### config.mk
export PLATFORM = sky130hd
export DESIGN_NAME = nvmac_ctrl
export DESIGN_NICKNAME = d
export VERILOG_FILES = /design/src/rtl/nvmac_pkg.sv /design/src/rtl/nvmac_wtimer.sv /design/src/rtl/nvmac_ctrl.sv
export VERILOG_INCLUDE_DIRS = /design/src /design/src/rtl
export SDC_FILE = /design/constraint.sdc
export NUM_CORES = 2
export LEC_CHECK = 0
export ABC_CLOCK_PERIOD_IN_PS = 6800
export BUFFER_PORTS_ARGS = -buffer_cell sky130_fd_sc_hd__buf_2
export CORE_MARGIN = 2
export CORE_UTILIZATION = 37
export DETAILED_ROUTE_END_ITERATION = 12
export GPL_ROUTABILITY_DRIVEN = 0
export GPL_TIMING_DRIVEN = 0
export PLACE_DENSITY = 0.6
export REMOVE_ABC_BUFFERS = 1
export SLEW_MARGIN = 0
export SYNTH_ARGS = -nofsm -noshare
export SYNTH_HDL_FRONTEND = slang
export SYNTH_HIERARCHICAL = 1
export SYNTH_SLANG_ARGS = --single-unit
export TNS_END_PERCENT = 10
### constraint.sdc
create_clock -name core_clk -period 6.8 [get_ports core_clk]
set_input_delay 1.36 -clock core_clk [delete_from_list [all_inputs] [get_ports core_clk]]
set_output_delay 1.36 -clock core_clk [all_outputs]
set_load 0.005 [all_outputs]
### src/rtl/nvmac_consts.svh
// Offsets, field positions, reset values and timing counts of the byte store controller
`ifndef NVMAC_CONSTS_SVH
`define NVMAC_CONSTS_SVH
`define NVMAC_CTRL_SECTOR 2'h1
`define NVMAC_CTRL_OFS 8'h40
`define NVMAC_ADDR_OFS 8'h2C
`define NVMAC_DATA_OFS 8'h2D
`define NVMAC_B_STORE_PERMIT 3
`define NVMAC_B_STORE_GO 2
`define NVMAC_B_FETCH_PERMIT 1
`define NVMAC_B_FETCH_GO 0
`define NVMAC_CTRL_RST 4'h0
`define NVMAC_RD_CYCLES 2
`define NVMAC_WR_TICKS 16
`define NVMAC_ADDR_W 8
`endif

### src/rtl/nvmac_pkg.sv
// Types shared by the byte store controller
package nvmac_pkg;
    typedef enum logic [2:0] {
        NVMAC_IDLE  = 3'b001,
        NVMAC_FETCH = 3'b010,
        NVMAC_STORE = 3'b100
    } nvmac_state_t;
endpackage

### src/rtl/nvmac_wtimer.sv
// Write cycle timer paced by a free-running tick from an unrelated oscillator
`timescale 1ns/100ps
`include "nvmac_consts.svh"
module nvmac_wtimer #(
    parameter int TICKS = `NVMAC_WR_TICKS
) (
    input wire logic core_clk,
    input wire logic rst_n,
    input wire logic tick_pin,
    input wire logic start,
    output logic done
);
    logic sync1;
    logic sync2;
    logic sync3;
    logic tick_lvl;
    logic running;
    logic [15:0] cnt;
    wire tick_rise = sync2 & sync3 & ~tick_lvl;
    wire last_tick = (cnt == 16'(TICKS - 1));

    // Three-stage capture of the foreign tick
    always_ff @(posedge core_clk) begin
        sync1 <= tick_pin;
        sync2 <= sync1;
        sync3 <= sync2;
    end

    // Filtered level follows only when stages two and three agree
    always_ff @(posedge core_clk) begin
        if (!rst_n) begin
            tick_lvl <= 1'b0;
        end else if (sync2 == sync3) begin
            tick_lvl <= sync3;
        end
    end

    // Tick counter; end time is not a fixed count of core clocks
    always_ff @(posedge core_clk) begin
        if (!rst_n) begin
            running <= 1'b0;
            cnt <= 16'h0000;
            done <= 1'b0;
        end else begin
            done <= 1'b0;
            if (start) begin
                running <= 1'b1;
                cnt <= 16'h0000;
            end else if (running && tick_rise) begin
                if (last_tick) begin
                    running <= 1'b0;
                    done <= 1'b1;
                end else begin
                    cnt <= cnt + 16'h0001;
                end
            end
        end
    end
endmodule

### src/rtl/nvmac_ctrl.sv
// Byte-wide nonvolatile data store with address, data and control registers
//
// Behaviour
// - Store holds 128 bytes (7-bit address) or 256 bytes (8-bit address).
// - Array is not memory mapped; each access moves one byte via three registers.
// - Control register sits at offset 40h of sector 1, indirect access only.
// - Narrow variant: address bits 6..0 used, bit 7 reads zero.
// - Wide variant: all eight address bits read and write, no reset value.
// - Data register keeps its value until the next read cycle or a direct write to it.
// - Control bits 7..4 read zero; low four bits reset to zero.
// - Bit 3 permits writes; without it no write cycle can occur.
// - Writing one to bit 2 starts a write; hardware clears it when done.
// - Write start without write permission already set does nothing.
// - Bit 1 permits reads; without it no read cycle can occur.
// - Writing one to bit 0 starts a read; hardware clears it when done.
// - Read start without read permission already set is ignored.
// - Write cycle is timed by a timer asynchronous to the system clock.
// - Each finished write sets a done flag that only software clears.
`timescale 1ns/100ps
`include "nvmac_consts.svh"
module nvmac_ctrl #(
    parameter int ADDR_W = `NVMAC_ADDR_W,
    parameter int WR_TICKS = `NVMAC_WR_TICKS
) (
    input wire logic core_clk,
    input wire logic rst_n,
    input wire logic sfr_wr,
    input wire logic sfr_rd,
    input wire logic sfr_indirect,
    input wire logic [1:0] sfr_sector,
    input wire logic [7:0] sfr_offset,
    input wire logic [7:0] sfr_wdata,
    output logic [7:0] sfr_rdata,
    input wire logic wtimer_tick,
    input wire logic done_clr,
    output logic nvm_done_flag
);
    localparam int DEPTH = 1 << ADDR_W;
    localparam logic [7:0] ADDR_MASK = 8'((1 << ADDR_W) - 1);
    localparam logic [1:0] RD_LAST = 2'(`NVMAC_RD_CYCLES - 1);

    logic [7:0] mem [DEPTH];
    logic [7:0] nvm_addr_reg;
    logic [7:0] nvm_byte_reg;
    logic store_permit;
    logic fetch_permit;
    logic store_go;
    logic fetch_go;
    logic [7:0] lat_addr;
    logic [7:0] lat_data;
    logic [1:0] rd_cnt;
    logic wr_done;
    nvmac_pkg::nvmac_state_t state;
    nvmac_pkg::nvmac_state_t next_state;

    // Direct decode of a sector-independent register
    function automatic logic direct_hit(input logic [7:0] ofs, input logic [7:0] want);
        direct_hit = (ofs == want);
    endfunction

    // Register decode
    wire ctrl_hit = sfr_indirect && (sfr_sector == `NVMAC_CTRL_SECTOR)
                    && (sfr_offset == `NVMAC_CTRL_OFS);
    wire addr_hit = !sfr_indirect && direct_hit(sfr_offset, `NVMAC_ADDR_OFS);
    wire data_hit = !sfr_indirect && direct_hit(sfr_offset, `NVMAC_DATA_OFS);
    wire ctrl_wr = sfr_wr && ctrl_hit;
    wire idle = (state == nvmac_pkg::NVMAC_IDLE);
    wire [7:0] ctrl_view = {4'h0, store_permit, store_go, fetch_permit, fetch_go};

    // Starts qualified by permission already held; write wins if both raised
    wire go_store = ctrl_wr && sfr_wdata[`NVMAC_B_STORE_GO] && store_permit && idle;
    wire go_fetch = ctrl_wr && sfr_wdata[`NVMAC_B_FETCH_GO] && fetch_permit && idle
                    && !go_store;
    wire rd_done = (state == nvmac_pkg::NVMAC_FETCH) && (rd_cnt == RD_LAST);
    wire [ADDR_W-1:0] mem_idx = lat_addr[ADDR_W-1:0];

    // Next state
    always_comb begin
        next_state = state;
        unique case (state)
            nvmac_pkg::NVMAC_IDLE: begin
                if (go_store) begin
                    next_state = nvmac_pkg::NVMAC_STORE;
                end else if (go_fetch) begin
                    next_state = nvmac_pkg::NVMAC_FETCH;
                end
            end
            nvmac_pkg::NVMAC_FETCH: begin
                if (rd_done) begin
                    next_state = nvmac_pkg::NVMAC_IDLE;
                end
            end
            nvmac_pkg::NVMAC_STORE: begin
                if (wr_done) begin
                    next_state = nvmac_pkg::NVMAC_IDLE;
                end
            end
            default: next_state = nvmac_pkg::NVMAC_IDLE;
        endcase
    end

    // Write timer on the foreign tick
    nvmac_wtimer #(
        .TICKS(WR_TICKS)
    ) u_wtimer (
        .core_clk(core_clk),
        .rst_n(rst_n),
        .tick_pin(wtimer_tick),
        .start(go_store),
        .done(wr_done)
    );

    // Control bits, state and read pacing
    always_ff @(posedge core_clk) begin
        if (!rst_n) begin
            {store_permit, store_go, fetch_permit, fetch_go} <= `NVMAC_CTRL_RST;
            state <= nvmac_pkg::NVMAC_IDLE;
            rd_cnt <= 2'h0;
        end else begin
            state <= next_state;
            rd_cnt <= (state == nvmac_pkg::NVMAC_FETCH) ? rd_cnt + 2'h1 : 2'h0;
            if (ctrl_wr) begin
                store_permit <= sfr_wdata[`NVMAC_B_STORE_PERMIT];
                fetch_permit <= sfr_wdata[`NVMAC_B_FETCH_PERMIT];
            end
            if (go_store) begin
                store_go <= 1'b1;
            end else if (wr_done) begin
                store_go <= 1'b0;
            end
            if (go_fetch) begin
                fetch_go <= 1'b1;
            end else if (rd_done) begin
                fetch_go <= 1'b0;
            end
        end
    end

    // Address capture at cycle start so later loads cannot disturb a cycle
    always_ff @(posedge core_clk) begin
        if (sfr_wr && addr_hit) begin
            nvm_addr_reg <= sfr_wdata & ADDR_MASK;
        end
        if (go_store || go_fetch) begin
            lat_addr <= nvm_addr_reg;
            lat_data <= nvm_byte_reg;
        end
    end

    // Array write and data register load, one byte per cycle
    always_ff @(posedge core_clk) begin
        if (wr_done) begin
            mem[mem_idx] <= lat_data;
        end
        if (rd_done) begin
            nvm_byte_reg <= mem[mem_idx];
        end else if (sfr_wr && data_hit) begin
            nvm_byte_reg <= sfr_wdata;
        end
    end

    // Done flag: a set in the clearing cycle wins
    always_ff @(posedge core_clk) begin
        if (!rst_n) begin
            nvm_done_flag <= 1'b0;
        end else if (wr_done) begin
            nvm_done_flag <= 1'b1;
        end else if (done_clr) begin
            nvm_done_flag <= 1'b0;
        end
    end

    // Registered read port
    always_ff @(posedge core_clk) begin
        if (!rst_n) begin
            sfr_rdata <= 8'h00;
        end else if (sfr_rd) begin
            sfr_rdata <= ctrl_hit ? ctrl_view
                       : addr_hit ? (nvm_addr_reg & ADDR_MASK)
                       : data_hit ? nvm_byte_reg : 8'h00;
        end
    end

    // Checks
    wire rd_ctrl = sfr_rd && ctrl_hit;
    wire rd_addr = sfr_rd && addr_hit;

    a_wr_no_permit: assert property (@(posedge core_clk) disable iff (!rst_n)
        ctrl_wr && sfr_wdata[2] && !store_permit && idle |=> !store_go)
        else $error("write started without permission");
    a_rd_no_permit: assert property (@(posedge core_clk) disable iff (!rst_n)
        ctrl_wr && sfr_wdata[0] && !fetch_permit && idle |=> !fetch_go)
        else $error("read started without permission");
    a_rd_cycle_len: assert property (@(posedge core_clk) disable iff (!rst_n)
        $rose(fetch_go) |=> fetch_go ##1 !fetch_go)
        else $error("read cycle length wrong");
    a_rd_loads_byte: assert property (@(posedge core_clk) disable iff (!rst_n)
        $fell(fetch_go) |-> nvm_byte_reg == mem[mem_idx])
        else $error("read data not loaded");
    a_wr_start_held: assert property (@(posedge core_clk) disable iff (!rst_n)
        store_go && !wr_done |=> store_go)
        else $error("write start dropped early");
    a_wr_stores_byte: assert property (@(posedge core_clk) disable iff (!rst_n)
        $fell(store_go) |-> mem[mem_idx] == lat_data && nvm_done_flag)
        else $error("write byte not stored");
    a_done_flag_sticky: assert property (@(posedge core_clk) disable iff (!rst_n)
        nvm_done_flag && !done_clr |=> nvm_done_flag)
        else $error("done flag lost");
    a_ctrl_high_zero: assert property (@(posedge core_clk) disable iff (!rst_n)
        rd_ctrl |=> sfr_rdata[7:4] == 4'h0)
        else $error("control high bits not zero");
    a_addr_narrow: assert property (@(posedge core_clk) disable iff (!rst_n)
        rd_addr && ADDR_W < 8 |=> !sfr_rdata[7])
        else $error("unused address bit not zero");
    a_one_cycle_kind: assert property (@(posedge core_clk) disable iff (!rst_n)
        !(store_go && fetch_go))
        else $error("read and write cycles overlap");
    a_data_stable: assert property (@(posedge core_clk) disable iff (!rst_n)
        !rd_done && !(sfr_wr && data_hit) |=> $stable(nvm_byte_reg))
        else $error("data register changed unprompted");

    c_read_done: cover property (@(posedge core_clk) disable iff (!rst_n) $fell(fetch_go));
    c_write_done: cover property (@(posedge core_clk) disable iff (!rst_n) $fell(store_go));
    c_write_refused: cover property (@(posedge core_clk) disable iff (!rst_n)
        ctrl_wr && sfr_wdata[2] && !store_permit);
endmodule

==> summary.md <==
| Metric | Value |
|---|---|
| WL final | 215 mm |
| Required @ worst endpoint | 7.38 ns |
| Top cells by area, synth | edfxtp_1, mux4_2, mux2i_1, nor2_1, dfxtp_1 |
| RSZ-0062 raised after global routing | no |
| Most frequent cells after synthesis | edfxtp_1, mux2i_1, nor2_1, mux4_2, nand2_1 |
| Area delta synth->final | 14.9% |
| Initial Utilization | a little under two fifths |
| Placed Cells | 7270 |
| Congestion Overflow GR | 0 |
| Hold Path End | u_wtimer/sync2$_DFF_P_ |
| Hold Path Stages | 0 |
| Area of the die | 0.230 mm^2 |
| Final layout net count | approximately 4500 |
| Largest delay contributor family on the critical path | simple AND/OR/NAND/NOR gates |
| Drt wl/cell | 28.1 um |
| Min Hold Slack | 0.388 ns |
| Share of the synthesized area in the top cell type | 74.7% |
| Min Clock Period, post-route | 5.44 ns |
| Worst Min Path Start | u_wtimer/sync1$_DFF_P_ |
| Leading area contributor after synthesis | edfxtp_1 |
| EDFF count, synth | 2080 |
| Max VDD drop | 0.313 mV |
| Hold WC Path Type | register to register |
| Largest regs | mem: 2048 flops, u_wtimer/cnt: 16 flops |
| Final hold vios | 0 |
| Failing checks | capacitance limit, slew limit |
| Initial DRC count | approximately 4800 |
| Final Worst Setup Slack | 1.36 ns |
| Vias in the first global route | roughly 42000 |
| Clk buf depth | 3 |
| Synth warnings | 6 |
| Synth Flop Type | edfxtp_1 |
| Max incr delay on CP | around 0.92 ns |
| R2R setup slack | about 1.4 ns |
| TritonCTS Buffers | slightly above 200 |
| Drt first pass iters | 6 |
| CP Cell Sequence | buf_16 > buf_16 > buf_16 > buf_16 > or3b_1 > o22ai_1 > nor3_1 > nand3_1 > nand4b_1 > o211ai_1 |
| Place WS | 1.52 ns |
| Port-buffer cells | 33 |
| Final Setup Violations | 0 |
| Worst path bufs/invs | 4 |
| Fill cells | 19200 |
| Max transition margin | -3.80% |
| Worst slew pin tran | 1.55 ns |
| First-pass GRT wire length | around 310 mm |
| Post-Syn Area | approximately 0.084 mm^2 |
| Via/cell ratio | 5.59 |
| Number of synthesized register bits | 2128 |
| Final instance count without filler cells | 7665 |
| Critical path arrival | 6.02 ns |
| H-tree depth | 4 |
| Cell variety after synth | between 80 and 90 |
| Layout cells sized above 1 | 18.3% |
| Worst-Skew Late Latency | 0.86 ns |
| DRC | 0 |
| Largest net degree at the start of global routing | 64 |
| Post-DP HPWL | 140 mm |
| Crit path capture type | register |
| Ys async rst share | 0% |
| CP max FO | 51 |
| Die X | 479 um |
| Sink Count | 2128 |
| Crit share post-route | 80.0% |
| Reg-to-reg endpoint | nvm_byte_reg[7]$_DFFE_PP_ |
| CTS tree | built |
| Worst-path clk slew | 0.06 ns |
| Pwr Density | 266 mW/mm^2 |
| CTS root buf | clkbuf_16 |
| DR vias | 42900 |
| Die Y | 479 um |
| Largest register FFs | a little over 2000 |
| Leakage | just over 30 nW |
| Mapped Avg Cell Area | 19.2 um^2 |
| PostCTS Resize Cnt | 0 |
| Max Freq | about 0.18 GHz |
| # IOs | 34 |
| Count of final max-slew check failures | 14 |
| Worst R2R Path Depth | 10 |
| Final core utilization | 42.7% |
| Core area | 0.225 mm^2 |
| Antenna Nets Post-Route | 0 |
| Cts hold-fix bufs | 0 |
| Mapped Cells | 4367 |
| Sequential area share after synthesis | 75.8% |
| MaxCap Viol Count | 2 |
| Startpoint Class | register |
| Most frequent CP cell | buf_16 |
| Largest Register | mem |
| GRT Util Overall | 18.4% |
| Post-CTS Setup Bufs | 0 |
| Outcome | finished with violations |
| Row cnt | 174 |
| Kind of critical path | register to register |
| Final Skew | 0.0577 ns |
| Most frequent cell after synthesis | edfxtp_1 |
| Initial antenna violation count | 16 |
| CP max-delay cell | or3b_1 |
-- how the worst max path moves through the flow --
stage	from	to	depth (start not counted)
after floorplan	register	nvm_byte_reg[2]$_DFFE_PP_	6
after global placement	register	nvm_byte_reg[5]$_DFFE_PP_	7
after detailed placement	register	nvm_byte_reg[7]$_DFFE_PP_	10
after CTS	register	nvm_byte_reg[7]$_DFFE_PP_	10
after global routing	register	nvm_byte_reg[7]$_DFFE_PP_	10
final	register	nvm_byte_reg[7]$_DFFE_PP_	10
-- cell families (layout without fill, tap and decap cells) --
group / count (synthesis) / in the layout / synth area share [%]
XOR/XNOR: 7 / 7 / 0.0733
AND/OR/NAND/NOR: 693 / 693 / 3.76
adder cells (fa/ha/maj): 3 / 3 / 0.0449
flip-flops: 2128 / 2128 / 75.8
buffers and inverters: 275 / 576 / 2.19
other: 0 / 5 / 0
AO/OA/AOI/OAI: 502 / 502 / 4.16
multiplexers: 759 / 759 / 14.0
-- layout by cell type (no fill, tap or decap), types with 25 or more instances in the layout --
cell,Yosys,routed
edfxtp_1,2080,2080
mux2i_1,411,411
nand2_1,131,131
o21ai_0,56,55
clkinv_1,0,38
o221ai_1,45,45
clkbuf_1,110,61
o22ai_1,115,115
a221oi_1,26,26
nand3_1,58,51
buf_2,42,33
a21oi_1,68,68
clkinv_2,1,44
nor3_1,26,26
mux4_2,320,320
dfxtp_1,48,43
clkbuf_16,0,209
buf_16,0,112
nor2_1,339,334
a22oi_1,31,31
nor4_1,31,31
mux2_2,25,25
a211oi_1,30,30
-- through the flow --
stage / cell area, um^2 / total power, mW / TNS (ns)
4_1_cts: 96100 / 25.7 / 0
2_1_floorplan: 81900 / 14.5 / -145.02
5_1_grt: 96100 / 26.2 / 0
3_5_place_dp: 89400 / 14.5 / 0
3_3_place_gp: 85800 / 14.5 / -2779.26
6_report: 96100 / 25.6 / 0
-- routing by layer --
| layer | vias up | part of all wire, % | global-route usage, % | routed length, um |
|---|---|---|---|---|
| li1 | 18100 | - | - | - |
| met3 | 319 | 7.4 | 3.54 | 16000 |
| met5 | - | 0.0098 | 0 | 21 |
| met2 | 1711 | 47 | 29.0 | 102000 |
| met1 | 22700 | 42 | 25.9 | 91100 |
| met4 | 4 | 2.7 | 5.48 | 5910 |
-- worst register-to-register path, cell delays in order (launching register included) --
cell and delay (ns):
dfxtp_4 0.70, buf_16 0.33, buf_16 0.31, buf_16 0.32, buf_16 0.32, or3b_1 0.96
o22ai_1 0.30, nor3_1 0.84, nand3_1 0.51, nand4b_1 0.44, o211ai_1 0.12
-- where the power goes --
group / internal (mW) / switching [mW]
Clock: 6.32 / 5.02
Combinational: 0.0314 / 0.0415
Sequential: 14.2 / 0.00784
-- area by class of cell --
cell class              instances  area (um^2)  share of cell area, %
multi-input cells            1964        18500                   19.2
well taps                    2992         3740                   3.90
clock buffers                 272         5490                   5.71
clock inverters               117         1150                   1.20
repair buffers                176         3720                   3.87
diodes                          5         12.5                 0.0130
flip-flops and latches       2128        63400                   66.0
inverters                      11         51.3                 0.0534
No activity file was read; power rests on OpenSTA's default activity.
